### src/pkg/sg_pkg.sv
// Package: constants, types and register map for the switchgear position supervisor
package sg_pkg;
    // Register byte offsets
    localparam logic [11:0] cfg_offset = 12'h000;
    localparam logic [11:0] move_on_offset = 12'h004;
    localparam logic [11:0] move_off_offset = 12'h008;
    localparam logic [11:0] dwell_offset = 12'h00c;
    localparam logic [11:0] trip_assign_offset = 12'h010;
    localparam logic [11:0] status_offset = 12'h014;
    localparam logic [11:0] command_offset = 12'h018;

    // Configuration fields
    localparam int cfg_on_wired_bit = 0;
    localparam int cfg_off_wired_bit = 1;
    localparam int cfg_trip_block_bit = 2;
    localparam logic [31:0] cfg_reset = 32'h0000_0003;

    // Command register fields, write one to start a move or clear the success flag
    localparam int cmd_close_bit = 0;
    localparam int cmd_open_bit = 1;
    localparam int cmd_clear_success_bit = 2;

    // Status field positions
    localparam int st_code_lsb = 0;
    localparam int st_on_bit = 2;
    localparam int st_off_bit = 3;
    localparam int st_indeterm_bit = 4;
    localparam int st_disturb_bit = 5;
    localparam int st_single_bit = 6;
    localparam int st_success_bit = 7;
    localparam int st_close_out_bit = 8;
    localparam int st_open_out_bit = 9;
    localparam int st_trip_bit = 10;

    localparam int timer_width = 32;
    localparam logic [timer_width-1:0] timer_zero = 32'h0000_0000;
    localparam logic [timer_width-1:0] timer_one = 32'h0000_0001;
    // Default travel time in milliseconds, converted to 40 MHz cycles
    localparam int move_time_ms = 100;
    localparam int clk_khz = 40000;
    localparam logic [timer_width-1:0] move_cycles_reset = 32'(move_time_ms * clk_khz);

    // Position codes
    localparam logic [1:0] pos_indeterm = 2'h0;
    localparam logic [1:0] pos_off = 2'h1;
    localparam logic [1:0] pos_on = 2'h2;
    localparam logic [1:0] pos_disturb = 2'h3;

    localparam int interlock_count = 3;
    localparam int trip_slots = 8;

    typedef enum logic [3:0] {
        st_idle = 4'h1,
        st_move_close = 4'h2,
        st_move_open = 4'h4,
        st_dwell = 4'h8
    } phase_type;

    typedef struct packed {
        logic on;
        logic off;
        logic indeterm;
        logic disturb;
        logic [1:0] code;
    } position_type;

    typedef struct packed {
        logic close_req;
        logic open_req;
        logic prot_open;
        logic ar_close;
        logic prot_block;
    } command_type;
endpackage

### src/rtl/switchgear_position_supervisor.sv
// Switchgear position supervisor with APB registers, interlocks and trip manager
`timescale 1ns/1ps
`default_nettype none
module switchgear_position_supervisor #(
    parameter int interlocks = sg_pkg::interlock_count,
    parameter int slots = sg_pkg::trip_slots
) (
    // APB slave
    input wire logic pclk,
    input wire logic presetn,
    input wire logic psel,
    input wire logic penable,
    input wire logic pwrite,
    input wire logic [11:0] paddr,
    input wire logic [31:0] pwdata,
    output logic [31:0] prdata,
    output logic pready,
    output logic pslverr,
    // Feedback contacts
    input wire logic aux_closed,
    input wire logic aux_open,
    // Command sources
    input wire sg_pkg::command_type cmd_in,
    input wire logic [interlocks-1:0] close_interlock,
    input wire logic [interlocks-1:0] open_interlock,
    input wire logic [slots-1:0] prot_trip,
    // Switchgear outputs and flags
    output logic close_out,
    output logic open_out,
    output logic trip_out,
    output sg_pkg::position_type position,
    output logic single_contact_mode_flag,
    output logic command_success_flag
);
    logic [31:0] cfg_reg;
    logic [31:0] move_on_reg;
    logic [31:0] move_off_reg;
    logic [31:0] dwell_reg;
    logic [slots-1:0] trip_assign_reg;
    sg_pkg::phase_type phase_reg;
    logic [31:0] timer_reg;
    logic dwell_dir_close_reg;
    logic disturb_latched_reg;
    logic last_dir_close_reg;
    logic sw_close_reg;
    logic sw_open_reg;
    logic sw_clear_reg;

    wire logic on_wired = cfg_reg[sg_pkg::cfg_on_wired_bit];
    wire logic off_wired = cfg_reg[sg_pkg::cfg_off_wired_bit];
    wire logic single = on_wired ^ off_wired;

    // Interlocks gate only ordinary commands; protection and reclose bypass
    wire logic close_ok = (cmd_in.close_req | sw_close_reg) & ~(|close_interlock);
    wire logic open_ok = (cmd_in.open_req | sw_open_reg) & ~(|open_interlock);
    wire logic prot_go = cmd_in.prot_open & ~cmd_in.prot_block;
    // A command toward the present position is not issued again
    wire logic close_start = (close_ok | cmd_in.ar_close) & ~aux_closed_pos();
    wire logic open_start = (open_ok | prot_go) & ~aux_open_pos();

    // Trip manager: OR of assigned slots only
    // The block input holds back the trip as well as the protection open
    wire logic trip_next = |(prot_trip & trip_assign_reg) & ~cmd_in.prot_block;

    wire logic apb_write = psel & penable & pwrite;
    wire logic apb_read = psel & penable & ~pwrite;
    // Expiry taken at one, so a loaded count of N gives N cycles of travel
    wire logic timer_done = (timer_reg == sg_pkg::timer_zero) || (timer_reg == sg_pkg::timer_one);

    // Single contact: only the wired direction is timed; the other just runs its relay
    wire logic move_supervised = !single || (phase_reg == sg_pkg::st_move_close ? on_wired : off_wired);
    // End position seen while travelling; flags and success switch on the same edge
    wire logic arrived = ((phase_reg == sg_pkg::st_move_close) && aux_closed_pos()) ||
                         ((phase_reg == sg_pkg::st_move_open) && aux_open_pos());

    // Position reached according to wiring; an unwired contact is inferred from the other
    function automatic logic aux_closed_pos();
        if (on_wired && off_wired)
            aux_closed_pos = aux_closed & ~aux_open;
        else if (on_wired)
            aux_closed_pos = aux_closed;
        else
            aux_closed_pos = ~aux_open;
    endfunction

    function automatic logic aux_open_pos();
        if (on_wired && off_wired)
            aux_open_pos = aux_open & ~aux_closed;
        else if (off_wired)
            aux_open_pos = aux_open;
        else
            aux_open_pos = ~aux_closed;
    endfunction

    // Offsets outside the map answer with an error and read as zero
    function automatic logic is_known(input logic [11:0] a);
        is_known = (a == sg_pkg::cfg_offset) || (a == sg_pkg::move_on_offset) ||
                   (a == sg_pkg::move_off_offset) || (a == sg_pkg::dwell_offset) ||
                   (a == sg_pkg::trip_assign_offset) || (a == sg_pkg::status_offset) ||
                   (a == sg_pkg::command_offset);
    endfunction

    // Configuration registers
    // Travel and dwell counts are in clock cycles; software converts from time
    always_ff @(posedge pclk or negedge presetn) begin
        if (!presetn) begin
            cfg_reg <= sg_pkg::cfg_reset;
            move_on_reg <= sg_pkg::move_cycles_reset;
            move_off_reg <= sg_pkg::move_cycles_reset;
            dwell_reg <= sg_pkg::timer_zero;
            trip_assign_reg <= '0;
        end else if (apb_write) begin
            case (paddr)
                sg_pkg::cfg_offset: cfg_reg <= pwdata;
                sg_pkg::move_on_offset: move_on_reg <= pwdata;
                sg_pkg::move_off_offset: move_off_reg <= pwdata;
                sg_pkg::dwell_offset: dwell_reg <= pwdata;
                sg_pkg::trip_assign_offset: trip_assign_reg <= pwdata[slots-1:0];
                default: ;
            endcase
        end
    end

    // Software command pulses, one cycle
    // A pulse, not a level, so a held bus value cannot restart a move
    always_ff @(posedge pclk or negedge presetn) begin
        if (!presetn) begin
            sw_close_reg <= 1'b0;
            sw_open_reg <= 1'b0;
            sw_clear_reg <= 1'b0;
        end else begin
            sw_close_reg <= apb_write && paddr == sg_pkg::command_offset && pwdata[sg_pkg::cmd_close_bit];
            sw_open_reg <= apb_write && paddr == sg_pkg::command_offset && pwdata[sg_pkg::cmd_open_bit];
            sw_clear_reg <= apb_write && paddr == sg_pkg::command_offset &&
                            pwdata[sg_pkg::cmd_clear_success_bit];
        end
    end

    // Travel and dwell sequencing; open start wins over close
    // Opening first keeps a protection open from waiting behind a close
    always_ff @(posedge pclk or negedge presetn) begin
        if (!presetn) begin
            phase_reg <= sg_pkg::st_idle;
            timer_reg <= sg_pkg::timer_zero;
            dwell_dir_close_reg <= 1'b0;
            disturb_latched_reg <= 1'b0;
            last_dir_close_reg <= 1'b0;
        end else begin
            case (phase_reg)
                sg_pkg::st_idle: begin
                    if (open_start) begin
                        phase_reg <= sg_pkg::st_move_open;
                        timer_reg <= move_off_reg;
                        last_dir_close_reg <= 1'b0;
                        disturb_latched_reg <= 1'b0;
                    end else if (close_start) begin
                        phase_reg <= sg_pkg::st_move_close;
                        timer_reg <= move_on_reg;
                        last_dir_close_reg <= 1'b1;
                        disturb_latched_reg <= 1'b0;
                    end else if (single && disturb_latched_reg &&
                                 (last_dir_close_reg ? aux_closed_pos() : aux_open_pos())) begin
                        // A late end-position report from the wired contact settles a timed-out move
                        disturb_latched_reg <= 1'b0;
                    end
                end
                sg_pkg::st_move_close, sg_pkg::st_move_open: begin
                    if (arrived) begin
                        phase_reg <= sg_pkg::st_idle;
                        timer_reg <= sg_pkg::timer_zero;
                    end else if (timer_done) begin
                        // Dwell only in single-contact mode; two contacts report disturbed at once
                        if (single && move_supervised && dwell_reg != sg_pkg::timer_zero) begin
                            phase_reg <= sg_pkg::st_dwell;
                            timer_reg <= dwell_reg;
                            dwell_dir_close_reg <= (phase_reg == sg_pkg::st_move_close);
                        end else begin
                            phase_reg <= sg_pkg::st_idle;
                            timer_reg <= sg_pkg::timer_zero;
                            // An unsupervised single-contact move never ends disturbed
                            disturb_latched_reg <= move_supervised;
                        end
                    end else begin
                        timer_reg <= timer_reg - sg_pkg::timer_one;
                    end
                end
                sg_pkg::st_dwell: begin
                    if (timer_done) begin
                        phase_reg <= sg_pkg::st_idle;
                        timer_reg <= sg_pkg::timer_zero;
                        // Contact still short of the end position after the dwell: disturbed
                        disturb_latched_reg <= !(dwell_dir_close_reg ? aux_closed_pos() : aux_open_pos());
                    end else begin
                        timer_reg <= timer_reg - sg_pkg::timer_one;
                    end
                end
                // Illegal one-hot code: back to idle with the relays off
                default: begin
                    phase_reg <= sg_pkg::st_idle;
                    timer_reg <= sg_pkg::timer_zero;
                end
            endcase
        end
    end

    // Position decode, one flag per code value
    sg_pkg::position_type pos_next;
    logic timing;
    logic wired_timing;
    always_comb begin
        timing = (phase_reg != sg_pkg::st_idle);
        // Single contact: indeterminate only while the wired direction travels or dwells
        wired_timing = (phase_reg == sg_pkg::st_dwell) || (timing && move_supervised && !arrived);
        pos_next = '0;
        if (!on_wired || !off_wired) begin
            pos_next.code = sg_pkg::pos_disturb;
        end else if (aux_closed && !aux_open) begin
            pos_next.code = sg_pkg::pos_on;
        end else if (!aux_closed && aux_open) begin
            pos_next.code = sg_pkg::pos_off;
        end else begin
            // Equal contacts mean travel only while a timer runs
            pos_next.code = timing ? sg_pkg::pos_indeterm : sg_pkg::pos_disturb;
        end
        // Single contact: flags follow the supervised direction
        if (single) begin
            if (wired_timing)
                pos_next.code = sg_pkg::pos_indeterm;
            else if (disturb_latched_reg)
                pos_next.code = sg_pkg::pos_disturb;
            else if (aux_closed_pos())
                pos_next.code = sg_pkg::pos_on;
            else
                pos_next.code = sg_pkg::pos_off;
        end
        pos_next.on = (pos_next.code == sg_pkg::pos_on);
        pos_next.off = (pos_next.code == sg_pkg::pos_off);
        pos_next.indeterm = (pos_next.code == sg_pkg::pos_indeterm);
        pos_next.disturb = (pos_next.code == sg_pkg::pos_disturb);
    end

    // Single-contact flag words use the decoded code, not the pin-level code
    logic [1:0] reported_code;
    always_comb begin
        reported_code = pos_next.code;
        if (single && !on_wired && !timing && !disturb_latched_reg)
            reported_code = pos_next.code;
    end

    // Registered outputs
    always_ff @(posedge pclk or negedge presetn) begin
        if (!presetn) begin
            position <= '{on: 1'b0, off: 1'b0, indeterm: 1'b0, disturb: 1'b1, code: sg_pkg::pos_disturb};
            single_contact_mode_flag <= 1'b0;
            close_out <= 1'b0;
            open_out <= 1'b0;
            trip_out <= 1'b0;
        end else begin
            position <= pos_next;
            position.code <= reported_code;
            single_contact_mode_flag <= single;
            // Close and open relays end on new position or on timer expiry
            // Relay falls on the expiry edge itself, so it never outlasts the count
            close_out <= (phase_reg == sg_pkg::st_move_close) && !aux_closed_pos() && !timer_done;
            open_out <= (phase_reg == sg_pkg::st_move_open) && !aux_open_pos() && !timer_done;
            trip_out <= trip_next;
        end
    end

    // Success is set on feedback within travel time; set wins over clear
    always_ff @(posedge pclk or negedge presetn) begin
        if (!presetn) begin
            command_success_flag <= 1'b0;
        end else if (arrived) begin
            command_success_flag <= 1'b1;
        end else if (close_start || open_start || sw_clear_reg) begin
            command_success_flag <= 1'b0;
        end
    end

    // APB read path, zero wait states
    // Status shows the registered flags, one cycle behind the contacts
    logic [31:0] status_word;
    always_comb begin
        status_word = '0;
        status_word[sg_pkg::st_code_lsb +: 2] = position.code;
        status_word[sg_pkg::st_on_bit] = position.on;
        status_word[sg_pkg::st_off_bit] = position.off;
        status_word[sg_pkg::st_indeterm_bit] = position.indeterm;
        status_word[sg_pkg::st_disturb_bit] = position.disturb;
        status_word[sg_pkg::st_single_bit] = single_contact_mode_flag;
        status_word[sg_pkg::st_success_bit] = command_success_flag;
        status_word[sg_pkg::st_close_out_bit] = close_out;
        status_word[sg_pkg::st_open_out_bit] = open_out;
        status_word[sg_pkg::st_trip_bit] = trip_out;
    end

    always_ff @(posedge pclk or negedge presetn) begin
        if (!presetn) begin
            prdata <= '0;
            pready <= 1'b0;
            pslverr <= 1'b0;
        end else begin
            pready <= psel & ~penable;
            pslverr <= psel & ~penable & ~is_known(paddr);
            prdata <= '0;
            if (psel && !penable) begin
                case (paddr)
                    sg_pkg::cfg_offset: prdata <= cfg_reg;
                    sg_pkg::move_on_offset: prdata <= move_on_reg;
                    sg_pkg::move_off_offset: prdata <= move_off_reg;
                    sg_pkg::dwell_offset: prdata <= dwell_reg;
                    sg_pkg::trip_assign_offset: prdata <= 32'(trip_assign_reg);
                    sg_pkg::status_offset: prdata <= status_word;
                    default: prdata <= '0;
                endcase
            end
        end
    end
endmodule
`default_nettype wire

### config.mk
export PLATFORM = sky130hd
export DESIGN_NAME = switchgear_position_supervisor
export DESIGN_NICKNAME = d
export VERILOG_FILES = /design/src/pkg/sg_pkg.sv /design/src/rtl/switchgear_position_supervisor.sv
export SDC_FILE = /design/constraint.sdc
export NUM_CORES = 1
export LEC_CHECK = 0
export ABC_AREA = 0
export BUFFER_PORTS_ARGS = -buffer_cell sky130_fd_sc_hd__buf_4
export CORE_MARGIN = 1
export CORE_UTILIZATION = 58
export CTS_CLUSTER_SIZE = 20
export DETAILED_ROUTE_END_ITERATION = 6
export HOLD_SLACK_MARGIN = 0.02
export PLACE_DENSITY = 0.79
export SYNTH_ARGS = -nofsm -noshare
export SYNTH_HDL_FRONTEND = slang
export SYNTH_SLANG_ARGS = --single-unit
### constraint.sdc
create_clock -name pclk -period 8.4 [get_ports pclk]
set_input_delay 0.42 -clock pclk [delete_from_list [all_inputs] [get_ports pclk]]
set_output_delay 0.42 -clock pclk [all_outputs]
set_load 0.01 [all_outputs]
==> results.toml, run 1 <==
[drt]
wire_per_inst_um = 21.57
drc = 0
num_vias = 8228
drt_pass1_iterations = 6
drtIter0Drc = 594
routed_via_density = 6.458
routed_wl_um = 27480
drtAntennaViolNets = 0

[clock_tree]
numClockSinks = 223
clockRootBuffer = "clkbuf_16"
numCtsBuffers = 24
cts_max_path_buffers = 3
h-tree-depth = 1
postCtsResizedCells = 0
cts_tree = "yes"
insertion_delay_ps = 510
cts.clk_slew.worst_paths_ps = 60
cts_hold_buf = 0
cts_setup_buffers = 0

[setup_path]
critical_path_required_ps = 8800
arrival_ps = 3990
crit_path_max_fanout = 29
r2r_slack_ps = 4810
r2r-start = "timer_reg[6]"
crit_type = "reg2reg"
r2r_end = "dwell_dir_close_reg"
cp-start-kind = "flop"
reg2regPathDepth = 6
endpoint_kind = "flop"

[floorplanning]
initial_core_util_pct = 60.05
dieArea_um2 = 19410
io-pin-count = 115
coreArea_um2 = 18210
rows = 49
die_w_um = 139.3
die_y_um = 139.3

[placement]
dp_hpwl_um = 17630
routabilityCongestion = 0.8859
dp_cells = 1230
portBuffers = 114

[yosys]
ys_seq_area_share_pct = 51.26
ys_async_sr_fraction_pct = 100.0
ys_types = 61
synth_area_um2 = 10930
synth_area_per_cell_um2 = 11.71
synth_cells = 934
ys.flop_type = "dfrtp_1"
synth_edf_count = 0
synth_nets = 1007
synth_warnings = 0
ys_seq_elements = 223

[global_route]
antenna_found_initial = 0
grt_overflow = 0
grt_pass1_wl_um = 44690
grt_pass1_vias = 8300
grt_util_all_layers_pct = 28.91
grt_max_degree = 117

[pwr]
peakVddDrop_mv = 0.6044
comb_power_share_pct = 51.9
swShare_pct = 40.75
seq_power_share_pct = 25.1
power.leakage_nw = 5.925
power.total_mw = 4.831
power_switching_mw = 1.969
p_int_mw = 2.863
clkPwrFrac_pct = 23.0
powerDensity_nw_per_um2 = 377.8

[timing]
fmax_mhz = 278.9
tns_ps = 0
finalSetupViolations = 0
hold_viol_final = 8
fin_crit_sh_pct = 42.69
finClkSkew_ps = 7.981
max_slew_margin_pct = 26.01
finalMaxSlewViolations = 0
holdWs_ps = -52.18
rsz0062_at_grt = "no"
layout_min_cycle_time_ps = 3586
worst_pin_slew_ps = 1107

[final_layout]
final_cells = 1274
final_common_cell = "dfrtp_1"
layout-drive-gt1-share_pct = 36.46
fin_nets = 1100
layout_common_cells = "dfrtp_1, mux2_2, buf_4"
final_util_pct = 70.23
antennaDiodeCount = 0
area_delta_synth_final_pct = 16.95

[hold_path]
hp-class = "in2async"

[job]
cap_violations = 0

[run_status]
violations = "hold timing"
status = "finished with violations"
per-stage QoR:
step,hold slack [ps],worst slack (ps),instance area (um^2)
after floorplan,124.4,5685,10930
after global placement,421.7,4911,11940
after detailed placement,459.4,4863,11940
after CTS,20.94,4820,12790
after global routing,55.78,4399,12790
final,-52.18,4814,12790
worst max-delay path by stage:
stage	startpoint	to	slack (ps)	cells past startpoint
after floorplan	cfg_reg[1]	timer_reg[26]	5680	11
after global placement	timer_reg[10]	phase_reg[0]	4910	7
after detailed placement	timer_reg[10]	phase_reg[0]	4860	7
after CTS	timer_reg[6]	phase_reg[0]	4820	7
after global routing	timer_reg[6]	phase_reg[0]	4400	7
final	timer_reg[6]	dwell_dir_close_reg	4810	6
synth_stat cells (4+ instances only):
cell type | count | area share, %
xnor2_1 | 7 | 0.56
o22ai_2 | 20 | 2.3
a21oi_1 | 77 | 3.5
or4_1 | 6 | 0.41
xor2_1 | 15 | 1.2
o21ai_0 | 14 | 0.64
nand2_1 | 18 | 0.62
clkbuf_1 | 38 | 1.3
nor3_1 | 17 | 0.78
and2_1 | 8 | 0.46
nand3_1 | 8 | 0.37
inv_1 | 12 | 0.41
nor2_1 | 57 | 2.0
nor2b_1 | 4 | 0.23
a21oi_2 | 6 | 0.48
nand2b_1 | 9 | 0.51
or3_1 | 8 | 0.46
nor4_1 | 18 | 1.0
a22oi_2 | 15 | 1.7
a31oi_1 | 11 | 0.63
buf_2 | 9 | 0.41
nand4_1 | 5 | 0.29
mux2i_1 | 31 | 2.8
a22oi_1 | 80 | 5.5
mux2_2 | 139 | 14
buf_1 | 11 | 0.38
o22ai_1 | 12 | 0.69
dfstp_2 | 20 | 4.8
dfrtp_1 | 203 | 46
routing by layer:
layer  vias to the layer above  GRT usage, %  routed length (um)
met2                       294         48.00               13370
met4                         0         9.649                 741
met3                        58         3.923                1531
met1                      4167         39.31               11830
met5                         -             0                   0
li1                       3709             -                   -
cell type report:
cell class | instances | area (um^2)
Timing Repair Buffer | 130 | 983.4
Clock inverter | 6 | 105.1
Tap cell | 229 | 286.5
Sequential cell | 223 | 5605
Fill cell | 1328 | 5421
Clock buffer | 38 | 744.5
Multi-Input combinational cell | 636 | 5017
Inverter | 12 | 45.04
power groups by stage:
stage	Combinational (mW)	Clock, mW	Sequential (mW)
CTS	2.49	1.13	1.21
global route	2.73	1.17	1.22
detailed placement	2.45	0	1.23
floorplan	2.03	0	1.20
finish	2.51	1.11	1.21
global placement	2.41	0	1.22
worst max-delay path, cell delays in order (launching register included):
cell and delay, ps:
dfrtp_1 410, nor4_1 790, o2111ai_1 360, or3_1 460, nor2_4 770, and2_2 350, mux2_2 340
logic make-up (layout without fill, tap and decap cells):
logic type,after synthesis,count (layout),share of synthesized area [%]
buf+inv,75,186,3.147
simple gates,175,175,8.468
flops,223,223,51.26
xor+xnor,22,22,1.762
fa+ha+maj,3,3,0.3433
compound gates,266,266,17.86
mux,170,170,17.15
Note: power is estimated with default switching activity, not from simulation.
==> run 2: changes to the inputs <==
==> constraint.sdc (replaced) <==
create_clock -name pclk -period 3.35 [get_ports pclk]
set_input_delay 0.1675 -clock pclk [delete_from_list [all_inputs] [get_ports pclk]]
set_output_delay 0.1675 -clock pclk [all_outputs]
set_load 0.01 [all_outputs]
==> run 2 against run 1 <==
Against the previous run:
- the flow now finishes without violations
- sequential power rose to 2.5 times the previous value
- sequential cell count unchanged
- routed wire length up 4.2%
==> results.toml, run 2 (synthesis results as in run 1) <==
[global_route]
grt_max_degree = 98
antenna_found_initial = 0
grt_pass1_wl_um = 46610
grt_overflow = 0
grt_util_all_layers_pct = 30.23
grt_pass1_vias = 8785

[setup_path]
cp.buffers_inverters = 1
reg2regPathDepth = 8
critical_path_required_ps = 3750
arrival_ps = 3270
cp.depth = 8
cp_top_family = "compound AO/OA/AOI/OAI gates"
crit_path_max_fanout = 15
r2r_end = "disturb_latched_reg"
crit_path_max_incr_delay_ps = 640
r2r-start = "cfg_reg[1]"
cpMaxStageDelayCell = "dfstp_2"
r2r_slack_ps = 490
crit_type = "reg2reg"
cp-start-kind = "flop"
endpoint_kind = "flop"
path_cells = "ha_1, nor2b_1, o21ai_0, o211a_2, buf_4, or3_1, a21oi_1, o32a_1"

[final_layout]
area_delta_synth_final_pct = 21.32
fin_nets = 1151
layout-drive-gt1-share_pct = 36.16
final_util_pct = 72.85
final_common_cell = "dfrtp_1"
antennaDiodeCount = 0
layout_common_cells = "dfrtp_1, buf_4, mux2_2"

[clock_tree]
numCtsBuffers = 24
h-tree-depth = 1
cts.clk_slew.worst_paths_ps = 60
cts_tree = "yes"
cts_setup_buffers = 0
numClockSinks = 223
cts_max_path_buffers = 3
insertion_delay_ps = 520
clockRootBuffer = "clkbuf_16"

[hold_path]
worstHoldStart = "paddr[3]"
hp-class = "in2reg"
hold_depth = 3
min_to = "pslverr"

[timing]
finClkSkew_ps = 14.15
worst_pin_slew_ps = 1089
layout_setup_ws_ps = 487.2
finalSetupViolations = 0
tns_ps = 0
fin_crit_sh_pct = 85.46
layout_min_cycle_time_ps = 2863
rsz0062_at_grt = "no"
max_slew_margin_pct = 27.37
hold_viol_final = 0
fmax_mhz = 349.3
finalMaxSlewViolations = 0

[placement]
dp_hpwl_um = 18520
portBuffers = 114
dp_slack_ps = 516.8
routabilityCongestion = 0.9063

[drt]
routed_wl_um = 28640
routed_via_density = 6.406
drc = 0
drtAntennaViolNets = 0
wire_per_inst_um = 21.63
num_vias = 8481
drt_pass1_iterations = 5
drtIter0Drc = 694

[floorplanning]
rows = 49
initial_core_util_pct = 60.05
dieArea_um2 = 19410
coreArea_um2 = 18210
die_y_um = 139.3
die_w_um = 139.3
io-pin-count = 115

[pwr]
powerDensity_nw_per_um2 = 926.6
power.leakage_nw = 6.151
peakVddDrop_mv = 1.043

[run_status]
status = "complete, no violations"

[job]
cap_violations = 0
==> run 2: cell count changes in the layout (fill, tap and decap cells not counted) <==
cell           change
bufinv_16          -1
clkbuf_8           +2
clkinv_4           +1
buf_12             +1
dlygate4sd3_1     +36
clkinv_2           -2
clkbuf_1           -1
buf_4             +14
==> run 2: worst max path at each step <==
stage                       start             endpoint  slack [ps]
floorplan              cfg_reg[1]        timer_reg[26]         630
global placement    timer_reg[10]        timer_reg[19]         560
detailed placement  timer_reg[10]        timer_reg[25]         520
CTS                 timer_reg[10]        timer_reg[26]         490
global route           cfg_reg[1]         timer_reg[6]         330
finish                 cfg_reg[1]  disturb_latched_reg         490
==> run 2: layout make-up <==
class	instances	area, um^2
timing repair buffer	181	1469
clock inverter	4	73.82
tap	229	286.5
sequential	223	5605
inverter	12	45.04
multi-input combinational	636	5017
clock buffer	39	768.2
fill	1248	4943
==> run 2: worst register-to-register path: cells and delay by family, from the launching register on <==
family                   cells  cell delay [ps]
adder cells (fa/ha/maj)      1              340
flip-flops                   1              640
AO/OA/AOI/OAI                4             1100
buffers and inverters        1              290
AND/OR/NAND/NOR              2              370
==> run 2: repair_timing <==
| action | CTS | global route |
|---|---|---|
| hold buffers | 36 | 0 |
| gates resized for setup | 0 | 0 |
| endpoints found under the hold margin | 227 | 0 |
==> run 2: through the flow <==
| stage | cell area [um^2] | power (mW) | hold WS, ps | std cells |
|---|---|---|---|---|
| floorplan | 10930 | 8.111 | -128.1 | 934 |
| global placement | 12060 | 9.296 | 242.7 | 1245 |
| detailed placement | 12060 | 9.380 | 240.8 | 1245 |
| CTS | 13270 | 12.27 | 20.20 | 1324 |
| global route | 13270 | 13.05 | 37.95 | 1324 |
| finish | 13270 | 12.29 | 33.81 | 1324 |
==> run 2: report_power, final <==
part	leakage, nW	switching, mW	internal [mW]
Sequential	3.03	0.208	2.84
Clock	0.415	1.05	1.71
Combinational	2.70	3.70	2.78
==> run 2: layer usage <==
metal	vias up	GRT usage [%]	wire (um)
met3	46	4.233	1599
met4	0	7.310	548
met5	-	0	0
met1	4291	39.66	11950
li1	3822	-	-
met2	322	53.00	14540
